[src/dhc_host_port_fix.sv]
`timescale 1ns/1ps
`default_nettype none
`default_nettype wire

[src/dhc_pkg.sv]
`default_nettype none
package dhc_pkg;
  // Clock rate and power-on timing
  localparam int unsigned CLK_FREQ_KHZ = 100_000;
  localparam int unsigned RESET_HOLD_MS = 500;
  localparam int unsigned READY_DELAY_MS = 1000;
  localparam int unsigned RESET_HOLD_CYC = RESET_HOLD_MS * CLK_FREQ_KHZ;
  localparam int unsigned READY_DELAY_CYC = READY_DELAY_MS * CLK_FREQ_KHZ;
  localparam int unsigned TMR_W = 32;

  // Status byte bit positions
  localparam int SB_INPUT_READY = 0;
  localparam int SB_OUTPUT_READY = 1;
  localparam int SB_IDLE_N = 4;
  localparam int SB_BYTE_REQ = 5;
  localparam int SB_DIR = 6;
  localparam int SB_ATTENTION = 7;

  // Command byte fields
  localparam int CMD_CODE_LSB = 2;
  localparam int CMD_TRACK_BIT = 4;
  localparam int CMD_DIRECT_BIT = 5;
  localparam int CMD_SEEK_BIT = 6;
  localparam int CMD_NORETRY_BIT = 7;
  localparam logic [1:0] CLASS_NONXFER = 2'h1;
  localparam logic [1:0] CLASS_READ = 2'h2;
  localparam logic [1:0] CLASS_WRITE = 2'h3;

  // Class 1 command codes
  localparam logic [2:0] C1_DRIVE_STATUS = 3'h0;
  localparam logic [2:0] C1_SEEK = 3'h1;
  localparam logic [2:0] C1_READ_HDR = 3'h2;
  localparam logic [2:0] C1_RESTORE = 3'h3;
  localparam logic [2:0] C1_INIT = 3'h4;
  localparam logic [2:0] C1_VERIFY = 3'h5;
  localparam logic [2:0] C1_INIT_VFY = 3'h6;
  localparam logic [2:0] C1_FAULT_RESET = 3'h7;
  // Class 2 command codes
  localparam logic [1:0] C2_CORRECT = 2'h0;
  localparam logic [1:0] C2_NO_DATA_CHK = 2'h1;
  localparam logic [1:0] C2_NO_ADDR_CHK = 2'h2;

  // Command sequence and status
  localparam logic [2:0] GO_INDEX = 3'h7;
  localparam logic [3:0] AUX_LAST = 4'h7;
  localparam logic [7:0] TERM_OK = 8'h00;
  localparam logic [7:0] TERM_INVALID_CMD = 8'h01;
  localparam logic [7:0] FILL_BYTE = 8'h00;
  localparam int FIFO_WIDTH = 8;
  localparam int FIFO_DEPTH = 16;

  typedef enum logic [2:0] {
    ST_HOLD, ST_INIT, ST_IDLE, ST_RECV, ST_EXEC, ST_TERM_IDLE, ST_TERM_ATTENTION, ST_TERM_LOAD
  } dhc_state_t;
endpackage
`default_nettype wire

[src/dhc_delay.sv]
`timescale 1ns/1ps
`default_nettype none
// Counter that restarts on demand, stops at the length and pulses once when the count reaches the length minus one
module dhc_delay #(
  parameter int W = 32
) (
  input wire logic core_clk,
  input wire logic nrst,
  input wire logic restart,
  input wire logic [W-1:0] len,
  output logic expired
);
  logic [W-1:0] cnt_r;

  always_ff @(posedge core_clk or negedge nrst) begin
    if (!nrst) begin
      cnt_r <= '0;
    end else if (restart) begin
      cnt_r <= '0;
    end else if (cnt_r != len) begin
      cnt_r <= cnt_r + 1'b1;
    end
  end

  // Independent of restart, so a caller may restart on expiry without a loop
  assign expired = (cnt_r == len - 1'b1);
endmodule // dhc_delay
`default_nettype wire

[src/dhc_fifo.sv]
`timescale 1ns/1ps
`default_nettype none
// Byte FIFO with valid/ready on both sides
module dhc_fifo #(
  parameter int WIDTH = 8,
  parameter int DEPTH = 16
) (
  input wire logic core_clk,
  input wire logic nrst,
  input wire logic clr,
  input wire logic in_valid,
  output logic in_ready,
  input wire logic [WIDTH-1:0] in_data,
  output logic out_valid,
  input wire logic out_ready,
  output logic [WIDTH-1:0] out_data
);
  localparam int AW = $clog2(DEPTH);
  logic [WIDTH-1:0] mem [DEPTH];
  logic [AW-1:0] wp_r;
  logic [AW-1:0] rp_r;
  logic [AW:0] cnt_r;
  logic push;
  logic pop;

  assign in_ready = (cnt_r != (AW+1)'(DEPTH));
  assign out_valid = (cnt_r != '0);
  assign push = in_valid && in_ready;
  assign pop = out_valid && out_ready;
  assign out_data = mem[rp_r];

  always_ff @(posedge core_clk) begin
    if (push) begin
      mem[wp_r] <= in_data;
    end
  end

  always_ff @(posedge core_clk or negedge nrst) begin
    if (!nrst) begin
      wp_r <= '0;
      rp_r <= '0;
      cnt_r <= '0;
    end else if (clr) begin
      wp_r <= '0;
      rp_r <= '0;
      cnt_r <= '0;
    end else begin
      if (push) begin
        wp_r <= wp_r + 1'b1;
      end
      if (pop) begin
        rp_r <= rp_r + 1'b1;
      end
      cnt_r <= cnt_r + (AW+1)'(push) - (AW+1)'(pop);
    end
  end
endmodule // dhc_fifo
`default_nettype wire

[src/dhc_host_port.sv]
// Notes on behaviour
// - Input-ready sets on load, clears on data read
// - Output-ready sets on consume, clears on write
// - Control read returns status byte layout
// - Each command and parameter byte is echoed
// - Go byte of class 1-3 makes busy and starts execution
// - Termination: not-busy, attention, then status byte
// - Reading termination status clears attention
// - Up to seven auxiliary bytes follow termination
// - Control write while idle restarts reception
// - Hold reset 500 ms, ready one second later
// - Command bits 0-1 select the class
// - Seek-only starts seek and terminates at once
// - Read header reports address in aux 3-7
// - Restore returns drive to head and cylinder zero
// - Status, format, verify and fault reset codes
// - Class 1 seek and retry-disable bits
// - Class 2 track bit selects sector order
// - Class 2 direct bit selects transfer mode
// - Class 2 seek and retry-disable bits
// - Class 2 codes select check overrides
// - Write byte taken on strobe trailing edge
// - Direction flag zero for class 2, one class 3
`timescale 1ns/1ps
`default_nettype none
module dhc_host_port #(
  parameter int unsigned HOLD_CYC = dhc_pkg::RESET_HOLD_CYC,
  parameter int unsigned READY_CYC = dhc_pkg::READY_DELAY_CYC
) (
  input wire logic core_clk,
  input wire logic nrst,
  input wire logic iface_enable,
  input wire logic [7:0] bus_in,
  output logic [7:0] bus_out,
  output logic bus_oe,
  input wire logic write_strobe,
  input wire logic read_strobe,
  input wire logic port_sel,
  output logic controller_idle_n,
  output logic attention,
  output logic byte_request,
  output logic transfer_direction,
  output logic exec_start,
  output logic [1:0] op_class,
  output logic [2:0] op_code,
  output logic op_seek,
  output logic op_retry_en,
  output logic op_track,
  output logic op_direct,
  output logic op_addr_chk,
  output logic op_data_chk,
  output logic op_correct,
  output logic op_drive_status,
  output logic op_read_hdr,
  output logic op_restore,
  output logic op_format,
  output logic op_verify,
  output logic op_fault_reset,
  output logic [47:0] op_params,
  input wire logic exec_done,
  input wire logic [7:0] exec_term,
  input wire logic [7:0] drive_status,
  input wire logic [3:0] hdr_head,
  input wire logic [7:0] hdr_cyl_lo,
  input wire logic [7:0] hdr_cyl_hi,
  input wire logic [7:0] hdr_sector,
  input wire logic [7:0] hdr_mark,
  input wire logic [7:0] rd_data,
  input wire logic rd_valid,
  output logic rd_ready
);
  import dhc_pkg::*;

  dhc_state_t state_r;
  logic ws_d_r;
  logic rs_d_r;
  logic [7:0] wbyte_r;
  logic wsel_r;
  logic rsel_r;
  logic [7:0] cmd_r;
  logic [7:0] param_r [1:6];
  logic [2:0] idx_r;
  logic [3:0] aux_idx_r;
  logic [7:0] in_buf_r;
  logic [7:0] term_r;
  logic input_ready_r;
  logic output_ready_r;
  logic attention_r;
  logic term_pending_r;
  logic consume_r;
  logic done_seen_r;
  logic exec_start_r;
  logic tmr_exp;
  logic tmr_restart;
  logic [TMR_W-1:0] tmr_len;
  logic wr_evt;
  logic rd_evt;
  logic rd_data_evt;
  logic take_wr;
  logic ctrl_wr;
  logic data_wr;
  logic go_evt;
  logic go_valid;
  logic echo_evt;
  logic load_evt;
  logic [7:0] load_byte;
  logic [7:0] aux_byte;
  logic term_rd;
  logic aux_rd;
  logic xfer_active;
  logic fifo_valid;
  logic [7:0] fifo_data;
  logic seek_only;
  logic [7:0] status_byte;

  // Strobe edges, byte captured while the strobe is still high
  always_ff @(posedge core_clk or negedge nrst) begin
    if (!nrst) begin
      ws_d_r <= 1'b0;
      rs_d_r <= 1'b0;
      wbyte_r <= 8'h00;
      wsel_r <= 1'b0;
      rsel_r <= 1'b0;
    end else begin
      ws_d_r <= write_strobe;
      rs_d_r <= read_strobe;
      if (write_strobe) begin
        wbyte_r <= bus_in;
        wsel_r <= port_sel;
      end
      if (read_strobe) begin
        rsel_r <= port_sel;
      end
    end
  end

  assign wr_evt = ws_d_r && !write_strobe;
  assign rd_evt = rs_d_r && !read_strobe;
  assign rd_data_evt = rd_evt && rsel_r;
  assign take_wr = wr_evt && output_ready_r && (state_r == ST_IDLE || state_r == ST_RECV);
  assign ctrl_wr = take_wr && !wsel_r;
  assign data_wr = take_wr && wsel_r && (state_r == ST_RECV);
  assign go_evt = data_wr && (idx_r == GO_INDEX);
  assign go_valid = (cmd_r[1:0] != 2'h0);
  assign echo_evt = ctrl_wr || (data_wr && (idx_r != GO_INDEX));
  assign term_rd = rd_data_evt && term_pending_r;
  assign aux_rd = rd_data_evt && !term_pending_r && (aux_idx_r != 4'h0) && (state_r == ST_IDLE);
  assign xfer_active = (state_r == ST_EXEC) && (op_class == CLASS_READ);
  assign seek_only = (op_class == CLASS_NONXFER) && (op_code == C1_SEEK);

  // Power-on hold and ready delay
  assign tmr_restart = !iface_enable || ((state_r == ST_HOLD) && tmr_exp);
  assign tmr_len = (state_r == ST_HOLD) ? TMR_W'(HOLD_CYC) : TMR_W'(READY_CYC);

  dhc_delay #(.W(TMR_W)) u_delay (
    .core_clk(core_clk),
    .nrst(nrst),
    .restart(tmr_restart),
    .len(tmr_len),
    .expired(tmr_exp)
  );

  // Command sequencer
  always_ff @(posedge core_clk or negedge nrst) begin
    if (!nrst) begin
      state_r <= ST_HOLD;
      idx_r <= 3'h0;
      cmd_r <= 8'h00;
      term_r <= TERM_OK;
      exec_start_r <= 1'b0;
    end else if (!iface_enable) begin
      state_r <= ST_HOLD;
      idx_r <= 3'h0;
      exec_start_r <= 1'b0;
    end else begin
      exec_start_r <= 1'b0;
      case (state_r)
        ST_HOLD: begin
          if (tmr_exp) begin
            state_r <= ST_INIT;
          end
        end
        ST_INIT: begin
          idx_r <= 3'h0;
          cmd_r <= 8'h00;
          if (tmr_exp) begin
            state_r <= ST_IDLE;
          end
        end
        ST_IDLE, ST_RECV: begin
          if (ctrl_wr) begin
            state_r <= ST_RECV;
            cmd_r <= wbyte_r;
            idx_r <= 3'h1;
          end else if (go_evt) begin
            idx_r <= 3'h0;
            if (go_valid) begin
              state_r <= ST_EXEC;
              exec_start_r <= 1'b1;
            end else begin
              state_r <= ST_TERM_IDLE;
              term_r <= TERM_INVALID_CMD;
            end
          end else if (data_wr) begin
            idx_r <= idx_r + 3'h1;
          end
        end
        ST_EXEC: begin
          if (exec_done) begin
            term_r <= exec_term;
          end
          if (seek_only) begin
            state_r <= ST_TERM_IDLE;
            term_r <= TERM_OK;
          end else if ((done_seen_r || exec_done) && !fifo_valid && !exec_start_r) begin
            state_r <= ST_TERM_IDLE;
          end
        end
        ST_TERM_IDLE: state_r <= ST_TERM_ATTENTION;
        ST_TERM_ATTENTION: state_r <= ST_TERM_LOAD;
        ST_TERM_LOAD: state_r <= ST_IDLE;
        default: state_r <= ST_HOLD;
      endcase
    end
  end

  // Engine completion is held until the read FIFO drains
  always_ff @(posedge core_clk or negedge nrst) begin
    if (!nrst) begin
      done_seen_r <= 1'b0;
    end else if (state_r != ST_EXEC) begin
      done_seen_r <= 1'b0;
    end else if (exec_done) begin
      done_seen_r <= 1'b1;
    end
  end

  // Parameter bytes
  generate
    for (genvar i = 1; i <= 6; i++) begin : g_param
      always_ff @(posedge core_clk or negedge nrst) begin
        if (!nrst) begin
          param_r[i] <= 8'h00;
        end else if (data_wr && (idx_r == 3'(i))) begin
          param_r[i] <= wbyte_r;
        end
      end
      assign op_params[8*i-1 -: 8] = param_r[i];
    end
  endgenerate

  // Auxiliary byte select
  always_comb begin
    case (aux_idx_r)
      4'h1: aux_byte = drive_status;
      4'h2: aux_byte = cmd_r;
      4'h3: aux_byte = {hdr_head, 2'h0, param_r[1][1:0]};
      4'h4: aux_byte = hdr_cyl_lo;
      4'h5: aux_byte = hdr_cyl_hi;
      4'h6: aux_byte = hdr_sector;
      4'h7: aux_byte = hdr_mark;
      default: aux_byte = FILL_BYTE;
    endcase
  end

  // Input buffer loads: echo, termination status, auxiliary status
  assign load_evt = echo_evt || (state_r == ST_TERM_LOAD) || term_rd || aux_rd;
  always_comb begin
    if (echo_evt) begin
      load_byte = wbyte_r;
    end else if (state_r == ST_TERM_LOAD) begin
      load_byte = term_r;
    end else if (term_rd) begin
      load_byte = drive_status;
    end else begin
      load_byte = aux_byte;
    end
  end

  always_ff @(posedge core_clk or negedge nrst) begin
    if (!nrst) begin
      in_buf_r <= 8'h00;
      aux_idx_r <= 4'h0;
    end else if (state_r == ST_INIT) begin
      in_buf_r <= 8'h00;
      aux_idx_r <= 4'h0;
    end else begin
      if (load_evt) begin
        in_buf_r <= load_byte;
      end
      if (term_rd) begin
        aux_idx_r <= 4'h2;
      end else if (aux_rd && aux_idx_r <= AUX_LAST) begin
        aux_idx_r <= aux_idx_r + 4'h1;
      end else if (ctrl_wr) begin
        aux_idx_r <= 4'h0;
      end
    end
  end

  // Input-ready: a load in the same cycle as a read wins
  always_ff @(posedge core_clk or negedge nrst) begin
    if (!nrst) begin
      input_ready_r <= 1'b0;
    end else if (state_r == ST_INIT || state_r == ST_HOLD) begin
      input_ready_r <= 1'b0;
    end else if (load_evt) begin
      input_ready_r <= 1'b1;
    end else if (rd_data_evt && !xfer_active) begin
      input_ready_r <= 1'b0;
    end
  end

  // Output-ready: cleared by any write, set once the byte is consumed
  always_ff @(posedge core_clk or negedge nrst) begin
    if (!nrst) begin
      output_ready_r <= 1'b0;
      consume_r <= 1'b0;
    end else begin
      consume_r <= take_wr;
      if (state_r == ST_HOLD || (state_r == ST_INIT && !tmr_exp)) begin
        output_ready_r <= 1'b0;
      end else if (consume_r || state_r == ST_TERM_LOAD || state_r == ST_INIT) begin
        output_ready_r <= 1'b1;
      end else if (wr_evt) begin
        output_ready_r <= 1'b0;
      end
    end
  end

  // Attention: raised after idle, cleared by the termination read or a control write
  always_ff @(posedge core_clk or negedge nrst) begin
    if (!nrst) begin
      attention_r <= 1'b0;
      term_pending_r <= 1'b0;
    end else if (state_r == ST_HOLD || state_r == ST_INIT) begin
      attention_r <= 1'b0;
      term_pending_r <= 1'b0;
    end else if (state_r == ST_TERM_IDLE) begin
      attention_r <= 1'b1;
    end else if (state_r == ST_TERM_LOAD) begin
      term_pending_r <= 1'b1;
    end else if (term_rd || ctrl_wr) begin
      attention_r <= 1'b0;
      term_pending_r <= 1'b0;
    end
  end

  // Read data path through the FIFO
  dhc_fifo #(.WIDTH(FIFO_WIDTH), .DEPTH(FIFO_DEPTH)) u_fifo (
    .core_clk(core_clk),
    .nrst(nrst),
    .clr(state_r == ST_HOLD),
    .in_valid(rd_valid && xfer_active),
    .in_ready(rd_ready),
    .in_data(rd_data),
    .out_valid(fifo_valid),
    .out_ready(rd_data_evt && xfer_active),
    .out_data(fifo_data)
  );

  // Command decode
  assign op_class = cmd_r[1:0];
  assign op_code = (op_class == CLASS_NONXFER) ? cmd_r[CMD_CODE_LSB +: 3] : {1'b0, cmd_r[CMD_CODE_LSB +: 2]};
  assign op_seek = cmd_r[CMD_SEEK_BIT] && (op_class != CLASS_NONXFER || op_read_hdr || op_format);
  assign op_retry_en = !cmd_r[CMD_NORETRY_BIT] && !op_direct;
  assign op_track = (op_class != CLASS_NONXFER) && cmd_r[CMD_TRACK_BIT];
  assign op_direct = (op_class != CLASS_NONXFER) && cmd_r[CMD_DIRECT_BIT];
  assign op_addr_chk = (op_class == CLASS_READ) && (op_code[1:0] != C2_NO_ADDR_CHK);
  assign op_data_chk = (op_class == CLASS_READ) && (op_code[1:0] != C2_NO_DATA_CHK);
  assign op_correct = (op_class == CLASS_READ) && (op_code[1:0] == C2_CORRECT);
  assign op_drive_status = (op_class == CLASS_NONXFER) && (op_code == C1_DRIVE_STATUS);
  assign op_read_hdr = (op_class == CLASS_NONXFER) && (op_code == C1_READ_HDR);
  assign op_restore = (op_class == CLASS_NONXFER) && (op_code == C1_RESTORE);
  assign op_format = (op_class == CLASS_NONXFER) && (op_code >= C1_INIT) && (op_code != C1_FAULT_RESET);
  assign op_verify = (op_class == CLASS_NONXFER) && ((op_code == C1_VERIFY) || (op_code == C1_INIT_VFY));
  assign op_fault_reset = (op_class == CLASS_NONXFER) && (op_code == C1_FAULT_RESET);
  assign exec_start = exec_start_r;

  // Status byte and pins
  assign controller_idle_n = (state_r == ST_IDLE) || (state_r == ST_RECV) || (state_r >= ST_TERM_IDLE);
  assign attention = attention_r;
  assign byte_request = xfer_active && fifo_valid;
  assign transfer_direction = (op_class == CLASS_WRITE);
  always_comb begin
    status_byte = 8'h00;
    status_byte[SB_INPUT_READY] = input_ready_r;
    status_byte[SB_OUTPUT_READY] = output_ready_r;
    status_byte[SB_IDLE_N] = controller_idle_n;
    status_byte[SB_BYTE_REQ] = byte_request;
    status_byte[SB_DIR] = transfer_direction;
    status_byte[SB_ATTENTION] = attention_r;
  end
  assign bus_oe = read_strobe;
  assign bus_out = !port_sel ? status_byte : (xfer_active ? fifo_data : in_buf_r);

  // Checks
  a_hold_busy: assert property (@(posedge core_clk) disable iff (!nrst)
    (state_r == ST_HOLD) |-> !controller_idle_n) else $error("busy not shown during hold");
  a_go_busy: assert property (@(posedge core_clk) disable iff (!nrst)
    (go_evt && go_valid && iface_enable) |=> !controller_idle_n && exec_start) else $error("go did not start");
  a_term_order: assert property (@(posedge core_clk) disable iff (!nrst || !iface_enable)
    (state_r == ST_TERM_IDLE) |-> controller_idle_n && !attention ##1 attention ##1 attention ##1 input_ready_r
    && in_buf_r == term_r) else $error("termination order wrong");
  a_attention_clear: assert property (@(posedge core_clk) disable iff (!nrst || !iface_enable)
    (term_rd && state_r == ST_IDLE) |=> !attention ##1 !attention) else $error("attention not cleared");
  a_echo_byte: assert property (@(posedge core_clk) disable iff (!nrst || !iface_enable)
    echo_evt |=> input_ready_r && (in_buf_r == $past(wbyte_r))) else $error("echo missing");
  a_output_ready_cycle: assert property (@(posedge core_clk) disable iff (!nrst || !iface_enable)
    (take_wr && state_r == ST_RECV && !go_evt) |=> !output_ready_r ##1 output_ready_r)
    else $error("output ready handshake wrong");
  a_input_ready_clear: assert property (@(posedge core_clk) disable iff (!nrst || !iface_enable)
    (rd_data_evt && !load_evt && !xfer_active && state_r != ST_TERM_LOAD) |=> !input_ready_r)
    else $error("input ready not cleared");
  a_status_fmt: assert property (@(posedge core_clk) disable iff (!nrst)
    (read_strobe && !port_sel) |-> bus_oe && bus_out[3:2] == 2'h0 && bus_out[4] == controller_idle_n
    && bus_out[7] == attention) else $error("status byte layout wrong");
  a_restart_cmd: assert property (@(posedge core_clk) disable iff (!nrst || !iface_enable)
    ctrl_wr |=> state_r == ST_RECV && idx_r == 3'h1) else $error("restart failed");
  a_seek_term: assert property (@(posedge core_clk) disable iff (!nrst || !iface_enable)
    (exec_start && seek_only) |=> state_r == ST_TERM_IDLE) else $error("seek did not terminate");
  a_read_dir: assert property (@(posedge core_clk) disable iff (!nrst)
    (exec_start && op_class == CLASS_READ) |-> !transfer_direction) else $error("direction wrong");
  c_go: cover property (@(posedge core_clk) disable iff (!nrst) go_evt && go_valid);
  c_term_read: cover property (@(posedge core_clk) disable iff (!nrst) term_rd);
  c_aux_read: cover property (@(posedge core_clk) disable iff (!nrst) aux_rd && aux_idx_r == AUX_LAST);
  c_fifo_full: cover property (@(posedge core_clk) disable iff (!nrst) xfer_active && !rd_ready);
endmodule // dhc_host_port
`default_nettype wire

[config.mk]
export PLATFORM = sky130hd
export DESIGN_NAME = dhc_host_port
export DESIGN_NICKNAME = d
export VERILOG_FILES = /design/src/dhc_host_port_fix.sv /design/src/dhc_pkg.sv /design/src/dhc_delay.sv /design/src/dhc_fifo.sv /design/src/dhc_host_port.sv
export SDC_FILE = /design/constraint.sdc
export NUM_CORES = 1
export LEC_CHECK = 0
export BUFFER_PORTS_ARGS = -buffer_cell sky130_fd_sc_hd__buf_2
export CAP_MARGIN = 0
export CORE_MARGIN = 2
export CORE_UTILIZATION = 60
export DETAILED_ROUTE_END_ITERATION = 10
export PLACE_DENSITY = 0.82
export SLEW_MARGIN = 0
export SYNTH_ARGS = -nofsm -noshare
export SYNTH_HDL_FRONTEND = slang
export SYNTH_SLANG_ARGS = --single-unit
[constraint.sdc]
create_clock -name core_clk -period 9.1 [get_ports core_clk]
set_input_delay 0.455 -clock core_clk [delete_from_list [all_inputs] [get_ports core_clk]]
set_output_delay 0.455 -clock core_clk [all_outputs]
set_load 0.005 [all_outputs]
**Word level (Yosys, flattened, before mapping)**

Memories as Yosys holds them, arrays and structs flattened.
Index checks and enable logic that the tools add are counted.

- Register bits: 146
- Output and inout port bits: 81
- Input bits: 76
- Bits in writable memories: 128
- Word-level logic and storage cells: 256
- Memories: 1

- Equality and inequality tests: 52
- Magnitude comparators: 3
- Add/subtract/negate cells: 8
- Reductions and logical operators: 99
- Multiplexer cells: 65

Memories:

| memory | words | bits a word | read ports | clocked after Yosys merged registers in | write ports | RTL line | text |
|---|---|---|---|---|---|---|---|
| u_fifo.mem | 16 | 8 | 1 | 0 | 1 | dhc_fifo.sv:19 | `logic [WIDTH-1:0] mem [DEPTH];` |

Operator list:

| kind | number |
|---|---|
| 8-bit two-way mux | 13 |
| 32-bit two-way mux | 2 |
| 8-bit one-hot mux with 7 select lines | 1 |
| 1-bit logical AND | 47 |
| 3-bit two-way mux | 12 |
| 3-bit == test, second input constant | 11 |
| 32-bit by 1-bit adder with 32-bit output, second input constant | 1 |
| 32-bit == test | 1 |
| 4-bit two-way mux | 8 |
| 32-bit by 27-bit inequality test with 1-bit output | 1 |
| 8-bit one-hot mux with 2 select lines | 2 |
| 27-bit by 1-bit subtractor with 28-bit output, second input constant | 1 |
| 27-bit two-way mux | 1 |
| 1-bit two-way mux | 23 |
| 3-bit one-hot mux with 7 select lines | 1 |
| 3-bit by 2-bit == test with 1-bit output, second input constant | 6 |
| 3-bit inequality test, second input constant | 6 |
| 4-bit by 3-bit == test with 1-bit output, second input constant | 4 |
| 1-bit logical OR | 16 |
| 2-bit nonzero test | 8 |
| 4-bit by 1-bit adder with 4-bit output, second input constant | 3 |
| 2-bit inequality test, second input constant | 6 |
| 3-bit nonzero test | 4 |
| 1-bit zero test | 11 |
| other kinds (26) | 38 |

**Depth between registers and ports, before layout**

Gate-level depths: netlist of the first run.

- Depth in word-level cells: 13
- Depth in mapped cells: 14
- Mapped depth without buffers: 14

**Hierarchy**

From an unflattened synthesis of the first run, not the netlist that was laid out.

- Cells, all modules: 1205
- Area total of the unflattened synthesis: 14058.5 um^2

By module, submodules not included:

| module | seq. area each (um^2) | area each (um^2) | instances | cells each |
|---|---|---|---|---|
| dhc_fifo | 4169.0 | 5848.1 | 1 | 337 |
| dhc_host_port | 2527.4 | 5361.4 | 1 | 515 |
| dhc_delay | 800.8 | 2849.0 | 1 | 353 |

**Worst setup path after synthesis of the first run**

OpenSTA, ideal clock, no wires.

- Path type: flip-flop to flip-flop
- Start: register state_r[2]
- End: register u_fifo.cnt_r[4]
- Arrival: 2.712 ns
- Data required time: 8.960 ns
- Setup slack: 6.247 ns
- Path buffers: 2
- Cell stages (with the launch flop): 15
- Library setup time: 0.140 ns
- Clock period less this slack: 2.853 ns
- Cell sequence: dfrtp_1 -> clkbuf_2 -> or3b_1 -> clkbuf_1 -> nor4b_2 -> ha_1 -> inv_1 -> ha_1 -> inv_1 -> fa_1 -> inv_1 -> a21oi_1 -> nor2_1 -> or3_1 -> a21oi_1

- Longest elaborated chain between the ends: 7
- Elaborated cells between the ends (all ways): 10
- Those cells by class: add/sub: 2; eq/ne: 1; mux: 1; reduce/logical: 6

RTL lines:

| what | RTL line | text |
|---|---|---|
| start, declared | dhc_host_port.sv:74 | `dhc_state_t state_r;` |
| start signal, assigned | dhc_host_port.sv:166 | `state_r <= ST_HOLD;` |
| start signal, assigned | dhc_host_port.sv:172 | `state_r <= ST_HOLD;` |
| start signal, assigned | dhc_host_port.sv:180 | `state_r <= ST_INIT;` |
| 3-bit == test | dhc_host_port.sv:148 | `assign xfer_active = (state_r == ST_EXEC) && (op_class == CLASS_READ);` |
| 1-bit logical AND | dhc_host_port.sv:148 |  |
| 1-bit logical AND | dhc_host_port.sv:354 | `.in_valid(rd_valid && xfer_active),` |
| 1-bit logical AND | dhc_fifo.sv:28 | `assign push = in_valid && in_ready;` |
| 5-bit by 1-bit adder with 5-bit output | dhc_fifo.sv:54 | `cnt_r <= cnt_r + (AW+1)'(push) - (AW+1)'(pop);` |
| 5-bit by 1-bit subtractor with 5-bit output | dhc_fifo.sv:54 |  |
| 5-bit two-way mux * | dhc_fifo.sv:43 | `end else if (clr) begin` |
| end signal, assigned | dhc_fifo.sv:54 |  |
| end, declared | dhc_fifo.sv:22 | `logic [AW:0] cnt_r;` |

Mark *: on every way between the ends. The rest lies on a longest branch, timed or not.
A chain may end at the register's enable or synchronous reset.

**Final worst setup path of the first run**

- Start: register state_r[2]
- End: memory u_fifo.mem[7][3] (enable)

- Longest elaborated chain between the ends: 6

RTL lines:

| what | RTL line | text |
|---|---|---|
| 3-bit == test | dhc_host_port.sv:148 |  |
| 1-bit logical AND | dhc_host_port.sv:148 |  |
| 1-bit logical AND | dhc_host_port.sv:354 |  |
| 1-bit logical AND | dhc_fifo.sv:28 |  |
| 1-bit two-way mux | dhc_fifo.sv:33 | `if (push) begin` |
| 1-bit two-way mux (implied by the code) | dhc_fifo.sv:34 | `mem[wp_r] <= in_data;` |
| end, declared | dhc_fifo.sv:19 |  |

No other way between the ends.

==> flow_summary.json, run 1 <==
{
  "status": "complete, no violations",
  "dp_hpwl_um": 20500,
  "pre_cts_ws_ns": 5.64,
  "clock_skew_ns": 0.0303,
  "syn_nets": 1095,
  "r2r_cells": 6,
  "die-area_sq_um": 22300,
  "slew_headroom_pct": 18.8,
  "critical_path.max_stage_delay_ns": 0.95,
  "min_path_type": "in2reg",
  "p_int_mw": 1.96,
  "synthTopCellsByArea": "edfxtp_1, dfrtp_1, mux4_2",
  "power_per_cell_area_nw_per_um2": 171,
  "vias_per_cell": 6.25,
  "cts_buffers": 27,
  "clock.fmax_ghz": 0.278,
  "antennaDiodeCount": 0,
  "reg2reg_slack_ns": 5.50,
  "crit_fanout": 17,
  "hold_path_end": "rs_d_r",
  "grt_pass1_vias": 8625,
  "crit_family": "simple AND/OR/NAND/NOR gates",
  "routabilityCongestion": 0.953,
  "cts_tree": "yes",
  "p_leak_nw": 5.93,
  "regToRegEndpoint": "u_fifo.mem[7][3]",
  "fin_setup_tns_ns": 0,
  "power_frac_seq_pct": 53.7,
  "async_reset_ff_share_pct": 53.3,
  "fin_nets": 1231,
  "worst_setup_path_end_kind": "flip-flop",
  "h-tree-depth": 1,
  "synth_ff_type": "dfrtp_1",
  "synth_edf_count": 128,
  "clk_transition_reported_paths_ns": 0.06,
  "antenna_found_initial": 0,
  "layout-drive-gt1-share_pct": 26.7,
  "synth_sequential_area_ratio_pct": 59.2,
  "dieHeight_um": 149,
  "drv_cap": 0,
  "row_count": 53,
  "switchingPower_mw": 0.526,
  "fin_crit_sh_pct": 39.6,
  "syn-cell-area_sq_um": 12700,
  "core_area_sq_um": 20900,
  "min_period_ns": 3.60,
  "wl_um": 30400,
  "cts.sinks": 274,
  "power.share.clock_pct": 43.0,
  "path_buf_inv": 1,
  "synth.yosys.warnings": 0,
  "die_w_um": 149,
  "drtIter0Drc": 696,
  "ir_drop_mv": 0.199,
  "firstDrtPassIters": 5,
  "postCtsSetupBuffers": 0,
  "hold_start": "read_strobe",
  "globalRouteTotalUtil_pct": 27.2,
  "cts_buffer_depth": 3,
  "clock_latency_ns": 0.55,
  "fin_ws_ns": 5.50,
  "synthCells": 995,
  "vias": 8919,
  "hold_depth": 1,
  "portBuffers": 156,
  "antenna_left": 0,
  "slew_viol_final": 0,
  "post_cts_resized": 0,
  "cp.required_ns": 9.24,
  "path_cells": "or3b_1 -> nor2_1 -> nand3_1 -> inv_2 -> nand2_1 -> nor3_1",
  "synth_area_leader_cell": "edfxtp_1",
  "worst-endpoint-arrival_ns": 3.74,
  "crit_path_start_kind": "flip-flop",
  "synth.top_cell.area_share_pct": 30.3,
  "worstSetupPathType": "reg2reg",
  "synth.avg_cell_area_sq_um": 12.7,
  "ios": 157,
  "start_util_pct": 60.7,
  "final-hold-violation-count": 0,
  "area_growth_syn_to_layout_pct": 14.3,
  "grt_overflow": 0,
  "cp.depth": 6,
  "rsz0062_at_grt": "false",
  "r2r_start": "state_r[2]",
  "synth.distinct_cells": 74,
  "synth_seq_cells": 274,
  "whs_ns": 0.0897,
  "clock-root-buffer": "clkbuf_16",
  "post_drt_wl_per_cell_um": 21.3,
  "cp_slowest_cell": "nor3_1",
  "grt_pass1_wl_um": 46800,
  "power_frac_comb_pct": 3.2,
  "worst_pin_slew_ns": 1.21,
  "setup_viol": 0,
  "drcViolationCount": 0,
  "grt_max_degree": 75,
  "p_sw_share_pct": 21.2
}
## registers in the layout, indices dropped and copies added, names as in the netlist, 3 cells and up
signal         flops
state_r            3
u_fifo.rp_r        4
idx_r              3
u_fifo.mem       128
in_buf_r           8
op_params         48
aux_idx_r          4
wbyte_r            8
term_r             8
u_fifo.cnt_r       5
u_delay.cnt_r     32
cmd_r              8
u_fifo.wp_r        4
## cell usage in the layout (no fill, tap or decap), types with 5 or more instances in the layout
cell type  instances
buf_2            155
dfrtp_1          145
edfxtp_1         128
nor2_1            67
nand2_1           63
mux2_2            53
a21oi_1           49
inv_1             41
nand3_1           40
o21ai_0           37
mux4_2            33
clkbuf_16         27
ha_1              23
xor2_1            21
a22oi_1           19
mux2i_1           17
nor3_1            13
nor4_1            13
a31oi_1           12
a22o_1            12
nand4_1           12
xnor2_1           10
and2_1            10
nand2b_1           9
and3_1             8
or3_1              8
buf_4              8
nor2b_1            7
o22ai_1            7
a211o_1            7
clkbuf_1           7
nand3b_1           6
a221oi_1           5
o31ai_1            5
clkbuf_8           5
## final cells by class
| type | count | area, sq um |
|---|---|---|
| Clock inverter | 10 | 83.8 |
| Inverter | 42 | 158 |
| Multi-Input combinational cell | 621 | 4770 |
| Clock buffer | 39 | 771 |
| Tap cell | 275 | 344 |
| Fill cell | 1408 | 6410 |
| Timing Repair Buffer | 165 | 857 |
| Sequential cell | 274 | 7500 |
## through the flow
step	power, mW	instances	instance area, sq um	utilization, %
finish	2.48	1426	14500	69.3
global route	2.55	1426	14500	69.3
CTS	2.49	1426	14500	69.3
detailed placement	1.44	1376	13600	65.2
global placement	1.44	1376	13600	65.2
floorplan	1.38	995	12700	-
## synthesized netlist by cell type (10+ instances only)
master    number
dfrtp_1      146
edfxtp_1     128
nor2_1        67
nand2_1       63
mux2_2        53
a21oi_1       49
inv_1         41
nand3_1       40
o21ai_0       37
clkbuf_1      35
mux4_2        33
ha_1          23
xor2_1        21
a22oi_1       19
mux2i_1       17
nor3_1        13
nor4_1        13
a22o_1        12
a31oi_1       12
nand4_1       12
and2_1        10
xnor2_1       10
## timing repair
| item | CTS | global route |
|---|---|---|
| setup endpoints to repair | 0 | 0 |
| hold buffers | 1 | 0 |
| endpoints found under the hold margin | 72 | 0 |
## power by group through the flow
stage / Combinational [mW] / Sequential [mW] / Clock, mW
after floorplan: 0.0370 / 1.34 / 0
after detailed placement: 0.0793 / 1.36 / 0
final: 0.0800 / 1.33 / 1.07
after CTS: 0.0805 / 1.33 / 1.08
after global placement: 0.0775 / 1.36 / 0
after global routing: 0.0890 / 1.34 / 1.13
## metal layers
| layer | global-route usage [%] | part of all wire, % | up-vias |
|---|---|---|---|
| met3 | 4.37 | 7.8 | 98 |
| met1 | 36.0 | 39 | 4425 |
| li1 | - | - | 3976 |
| met5 | 0 | 0 | - |
| met2 | 45.5 | 49 | 420 |
| met4 | 10.7 | 3.9 | 0 |
## how the worst max path moves through the flow
stage | startpoint | to
floorplan | state_r[2] | u_fifo.cnt_r[4]
CTS | state_r[2] | u_fifo.mem[7][3]
global placement | state_r[2] | u_fifo.mem[7][7]
global route | state_r[2] | u_fifo.mem[7][3]
detailed placement | state_r[2] | u_fifo.mem[7][7]
finish | state_r[2] | u_fifo.mem[7][3]
## kinds of logic after synthesis
logic type | share of synthesized area, %
fa+ha+maj | 2.43
compound gates | 9.62
flops | 59.2
buf+inv | 3.26
xor+xnor | 2.14
mux | 11.9
simple gates | 11.5
Power figures use the tool's default switching activity.
==> run 2, diff against run 1 <==
--- a/config.mk
+++ b/config.mk
@@ -5,12 +5,13 @@
 export SDC_FILE = /design/constraint.sdc
 export NUM_CORES = 1
 export LEC_CHECK = 0
+export ABC_AREA = 1
 export BUFFER_PORTS_ARGS = -buffer_cell sky130_fd_sc_hd__buf_2
 export CAP_MARGIN = 0
 export CORE_MARGIN = 2
-export CORE_UTILIZATION = 60
+export CORE_UTILIZATION = 59
 export DETAILED_ROUTE_END_ITERATION = 10
-export PLACE_DENSITY = 0.82
+export PLACE_DENSITY = 0.81
 export SLEW_MARGIN = 0
 export SYNTH_ARGS = -nofsm -noshare
 export SYNTH_HDL_FRONTEND = slang
==> constraint.sdc (replaced) <==
create_clock -name core_clk -period 3.5 [get_ports core_clk]
set_input_delay 0.175 -clock core_clk [delete_from_list [all_inputs] [get_ports core_clk]]
set_output_delay 0.175 -clock core_clk [all_outputs]
set_load 0.005 [all_outputs]
==> run 2 against run 1 <==
Final area increased by 5.0%. Sequential power rose to 2.6 times the previous value. Synthesized cell count increased by 48%. Sequential share of layout area shrank 2.5 points. Via count rose by 24%. Die area is 5.2% higher. Hold slack got worse by 0.071 ns. Combinational power grew to 8.4 times the previous value. First-iteration DRC count increased by 72%. Register-to-register slack worse by 4.8 ns. Critical endpoint is now bus_out[5].
==> flow_summary.json, run 2 <==
{
  "synth_edf_count": 128,
  "synth.top_cell.area_share_pct": 29.3,
  "post_cts_resized": 0,
  "crit_path_start_kind": "flip-flop",
  "portBuffers": 156,
  "p_leak_nw": 6.81,
  "grt_overflow": 0,
  "area_growth_syn_to_layout_pct": 15.8,
  "dp_cells": 1866,
  "synth_seq_cells": 274,
  "clk_transition_reported_paths_ns": 0.06,
  "synthTopCellsByArea": "edfxtp_1, dfrtp_1, nand2_1",
  "multi_input_area_sq_um": 4880,
  "slew_viol_final": 0,
  "vias": 11100,
  "worst-endpoint-arrival_ns": 2.90,
  "gr-usage-met1_pct": 41.1,
  "synth.yosys.warnings": 0,
  "cts_buffer_depth": 3,
  "synthTopCellsByCount": "nand2_1, nor2_1, o21ai_0",
  "clock_latency_ns": 0.54,
  "cts_tree": "yes",
  "final_core_util_pct": 69.7,
  "syn-cell-area_sq_um": 13100,
  "final_common_cell": "nand2_1",
  "slew_headroom_pct": 38.1,
  "antenna_found_initial": 0,
  "seqCellArea_sq_um": 7500,
  "synthCells": 1468,
  "dieHeight_um": 153,
  "ir_drop_mv": 0.504,
  "post_drt_wl_per_cell_um": 18.1,
  "clock-root-buffer": "clkbuf_16",
  "wl_um": 35000,
  "worst_setup_path_end_kind": "output pin",
  "routabilityCongestion": 0.928,
  "crit_fanout": 27,
  "grt_pass1_vias": 10500,
  "dp_hpwl_um": 23700,
  "grtUsageMet2_pct": 48.3,
  "final_cell_mix": "nand2_1, nor2_1, o21ai_0",
  "cts_buffers": 28,
  "status": "complete, no violations",
  "synth.distinct_cells": 41,
  "largest_register_ffs": 128,
  "antenna_left": 0,
  "globalRouteTotalUtil_pct": 29.6,
  "place_area_sq_um": 14100,
  "fin_nets": 1736,
  "die_w_um": 153,
  "synth.avg_cell_area_sq_um": 8.94,
  "setup_viol": 0,
  "power_mw": 7.07,
  "antennaDiodeCount": 0,
  "final-hold-violation-count": 0,
  "start_util_pct": 60.2,
  "core_area_sq_um": 21800,
  "final_cell_area_sq_um": 15200,
  "clock_skew_ns": 0.0107,
  "async_reset_ff_share_pct": 53.3,
  "fin_crit_sh_pct": 87.9,
  "clock.fmax_ghz": 0.325,
  "drtIter0Drc": 1196,
  "grt_max_degree": 97,
  "synth_sequential_area_ratio_pct": 57.1,
  "syn_nets": 1568,
  "drcViolationCount": 0,
  "synth.most_common_cell": "nand2_1",
  "vias_per_cell": 5.72,
  "min_period_ns": 3.08,
  "power_per_cell_area_nw_per_um2": 465,
  "rsz0062_at_grt": "false",
  "cp.required_ns": 3.32,
  "synth_ff_type": "dfrtp_1",
  "whs_ns": 0.0192,
  "cts.sinks": 274,
  "ctsHoldBuffers": 20,
  "layout-drive-gt1-share_pct": 15.1,
  "regMostFlops": "u_fifo.mem",
  "postCtsSetupBuffers": 0,
  "worstSetupPathType": "reg2out",
  "drv_cap": 0,
  "worst_pin_slew_ns": 0.929,
  "nFillCells": 1604,
  "die-area_sq_um": 23500,
  "fin_setup_tns_ns": 0,
  "ios": 157,
  "fin_ws_ns": 0.423,
  "grt-busiest-layer": "met2",
  "min_path_type": "in2reg",
  "row_count": 54,
  "synth_area_leader_cell": "edfxtp_1",
  "h-tree-depth": 1,
  "fin_cells": 1937,
  "grt_pass1_wl_um": 55300,
  "grtUsageMet3_pct": 4.82,
  "pre_cts_ws_ns": 0.723,
  "firstDrtPassIters": 6
}
[run 2: cell types whose count changed after synthesis, moves of 17 or more]
cell / delta
mux4_2: -33
o211ai_1: +29
nand3_1: +24
mux2_2: -53
mux2i_1: -17
nor2_1: +177
inv_1: +85
a22oi_1: -18
nand2_1: +257
o21ai_0: +123
[run 2: layout make-up]
type	count	area share, %
clock buffers	40	5.31
clock inverters	11	0.543
repair buffers	188	7.17
well taps	280	2.30
inverters	134	3.31
flip-flops and latches	274	49.3
multi-input cells	1010	32.1
[run 2: kinds of logic after synthesis]
| family | share of synthesized area [%] |
|---|---|
| buffers and inverters | 5.74 |
| adder cells (fa/ha/maj) | 2.34 |
| AO/OA/AOI/OAI | 11.8 |
| AND/OR/NAND/NOR | 21.5 |
| flip-flops | 57.1 |
| XOR/XNOR | 1.53 |
[run 2: power by group]
part           switching [mW]  total, mW  internal [mW]  leakage [nW]
sequential             0.0806       3.52           3.44          3.16
clock                    1.21       2.88           1.67         0.445
combinational           0.474      0.670          0.196          3.21
[run 2: critical path, cell delays in order, from the launching register on]
cell	delay, ns
dfrtp_1	0.95
buf_4	0.32
nor2_1	0.07
o21ai_0	0.09
o211ai_1	0.12
nand3_1	0.19
nand3_1	0.14
nand2_1	0.10
o21ai_0	0.18
buf_2	0.19
[run 2: per-layer routing]
metal	part of all wire (%)	vias up
li1	-	5220
met1	40	5256
met2	48	524
met3	8.9	88
met4	3.3	0
met5	0	-
[run 2: final timing paths]
check	from	endpoint	slack (ns)	cells after the start
max in group asynchronous	nrst	u_delay.cnt_r[24]	2.40	3
max	u_fifo.rp_r[1]	bus_out[5]	0.42	9
min	port_sel	wsel_r	0.02	3
max reg2reg	state_r[1]	u_fifo.cnt_r[4]	0.69	16
min in group asynchronous	nrst	op_params[6]	0.30	2
min reg2reg	op_params[28]	op_params[28]	0.48	2
==> run 3, diff against run 2 <==
==> constraint.sdc (replaced) <==
create_clock -name core_clk -period 3.5 [get_ports core_clk]
set_input_delay 0.525 -clock core_clk [delete_from_list [all_inputs] [get_ports core_clk]]
set_output_delay 0.525 -clock core_clk [all_outputs]
set_load 0.005 [all_outputs]
==> run 3 against run 2 <==
Sequential share of layout area grew 0.58 points. Clock power increased by 5%. Combinational power is 2% lower. Hold slack better by 0.063 ns. Non-clock buffer count shrank 22. Die area unchanged. Critical path type unchanged. Critical endpoint is now bus_out[1].
==> flow_summary.json, run 3 (synthesis gave the netlist of run 2 again) <==
{
  "fin_setup_tns_ns": 0,
  "ctsHoldBuffers": 0,
  "dieHeight_um": 153,
  "final-hold-violation-count": 0,
  "p_int_mw": 5.44,
  "vias": 10900,
  "start_util_pct": 60.2,
  "clock-root-buffer": "clkbuf_16",
  "h-tree-depth": 1,
  "grt_pass1_vias": 10400,
  "fin_nets": 1713,
  "area_growth_syn_to_layout_pct": 14.5,
  "slew_viol_final": 0,
  "cts_tree": "yes",
  "worst_pin_slew_ns": 0.874,
  "worstSetupPathType": "reg2out",
  "min_period_ns": 3.24,
  "setup_viol": 0,
  "p_leak_nw": 6.72,
  "min_path_type": "in2async",
  "p_sw_share_pct": 24.2,
  "final_cell_mix": "nand2_1, nor2_1, o21ai_0",
  "core_area_sq_um": 21800,
  "clock.fmax_ghz": 0.309,
  "portBuffers": 156,
  "postCtsSetupBuffers": 0,
  "grt_pass1_wl_um": 53900,
  "clock_skew_ns": 0.0107,
  "antenna_left": 0,
  "final_common_cell": "nand2_1",
  "routabilityCongestion": 0.946,
  "clock_latency_ns": 0.54,
  "worst-endpoint-arrival_ns": 2.71,
  "largest_register_ffs": 128,
  "power_frac_comb_pct": 9.1,
  "rsz0062_at_grt": "false",
  "switchingPower_mw": 1.74,
  "cts_buffer_depth": 3,
  "vias_per_cell": 5.69,
  "row_count": 54,
  "grt_overflow": 0,
  "drv_cap": 0,
  "dp_hpwl_um": 23300,
  "drtIter0Drc": 1035,
  "ios": 157,
  "fin_ws_ns": 0.261,
  "cp.required_ns": 2.97,
  "worst_setup_path_end_kind": "output pin",
  "ir_drop_mv": 0.441,
  "die_w_um": 153,
  "die-area_sq_um": 23500,
  "pre_cts_ws_ns": 0.709,
  "antenna_found_initial": 0,
  "power.share.clock_pct": 41.9,
  "power_frac_seq_pct": 49.0,
  "cts.sinks": 274,
  "power_per_cell_area_nw_per_um2": 478,
  "power_mw": 7.18,
  "status": "complete, no violations",
  "layout-drive-gt1-share_pct": 15.0,
  "regMostFlops": "u_fifo.mem",
  "firstDrtPassIters": 6,
  "clk_transition_reported_paths_ns": 0.06,
  "fin_crit_sh_pct": 92.5,
  "drcViolationCount": 0,
  "slew_headroom_pct": 41.5,
  "wl_um": 33300,
  "grt_max_degree": 95,
  "crit_path_start_kind": "flip-flop",
  "cts_buffers": 27,
  "post_drt_wl_per_cell_um": 17.4,
  "whs_ns": 0.0820,
  "crit_fanout": 18,
  "globalRouteTotalUtil_pct": 28.5
}
[run 3: final timing paths]
path | start | endpoint | slack [ns] | depth (start not counted)
setup reg to reg | state_r[1] | u_fifo.cnt_r[4] | 0.68 | 16
hold / removal | nrst | op_params[3] | 0.08 | 1
min in group core_clk | read_strobe | rs_d_r | 0.15 | 1
setup / recovery | u_fifo.rp_r[2] | bus_out[1] | 0.26 | 7
hold reg to reg | op_params[27] | op_params[27] | 0.48 | 2
max in group asynchronous | nrst | u_delay.cnt_r[22] | 2.62 | 2
[run 3: critical path: stages, from the launching register on]
cell	delay, ns
dfrtp_1	0.80
clkinvlp_4	0.55
o211ai_1	0.26
nand3_1	0.11
nand3_1	0.11
nand2_1	0.09
o21ai_0	0.10
buf_2	0.17
[run 3: final cells by class]
type                       instances  area, sq um
timing repair buffer             166          875
clock inverter                     8          143
fill                            1646         6790
inverter                         134          507
sequential                       274         7500
clock buffer                      41          778
multi-input combinational       1010         4880
tap                              280          350
antenna                            1         2.50
[run 3: metrics by stage]
stage	std cells	utilization, %	instance area [sq um]
after CTS	1913	68.9	15000
final	1914	68.9	15000
after global routing	1913	68.9	15000
after detailed placement	1864	64.6	14100
after floorplan	1468	-	13100
after global placement	1864	64.6	14100
[run 3: repair_timing]
| item | 4_1_cts | 5_1_grt |
|---|---|---|
| endpoints found under the setup margin | 0 | 5 |
| endpoints found under the hold margin | 0 | 0 |
| resized for setup | 0 | 1 |
[run 3: per-layer routing]
layer  GRT usage (%)  part of all wire (%)  vias to the layer above
met5               0                     0                        -
met2            45.5                    47                      490
li1                -                     -                     5166
met4            8.77                   2.7                        0
met3            4.54                   8.9                       75
met1            40.7                    42                     5162
[run 3: power groups by stage]
stage,sequential [mW],combinational (mW),clock (mW)
4_1_cts,3.52,0.651,3.04
5_1_grt,3.53,0.739,3.18
3_3_place_gp,3.57,0.639,0
2_1_floorplan,3.56,0.398,0
6_report,3.52,0.656,3.01
3_5_place_dp,3.58,0.647,0
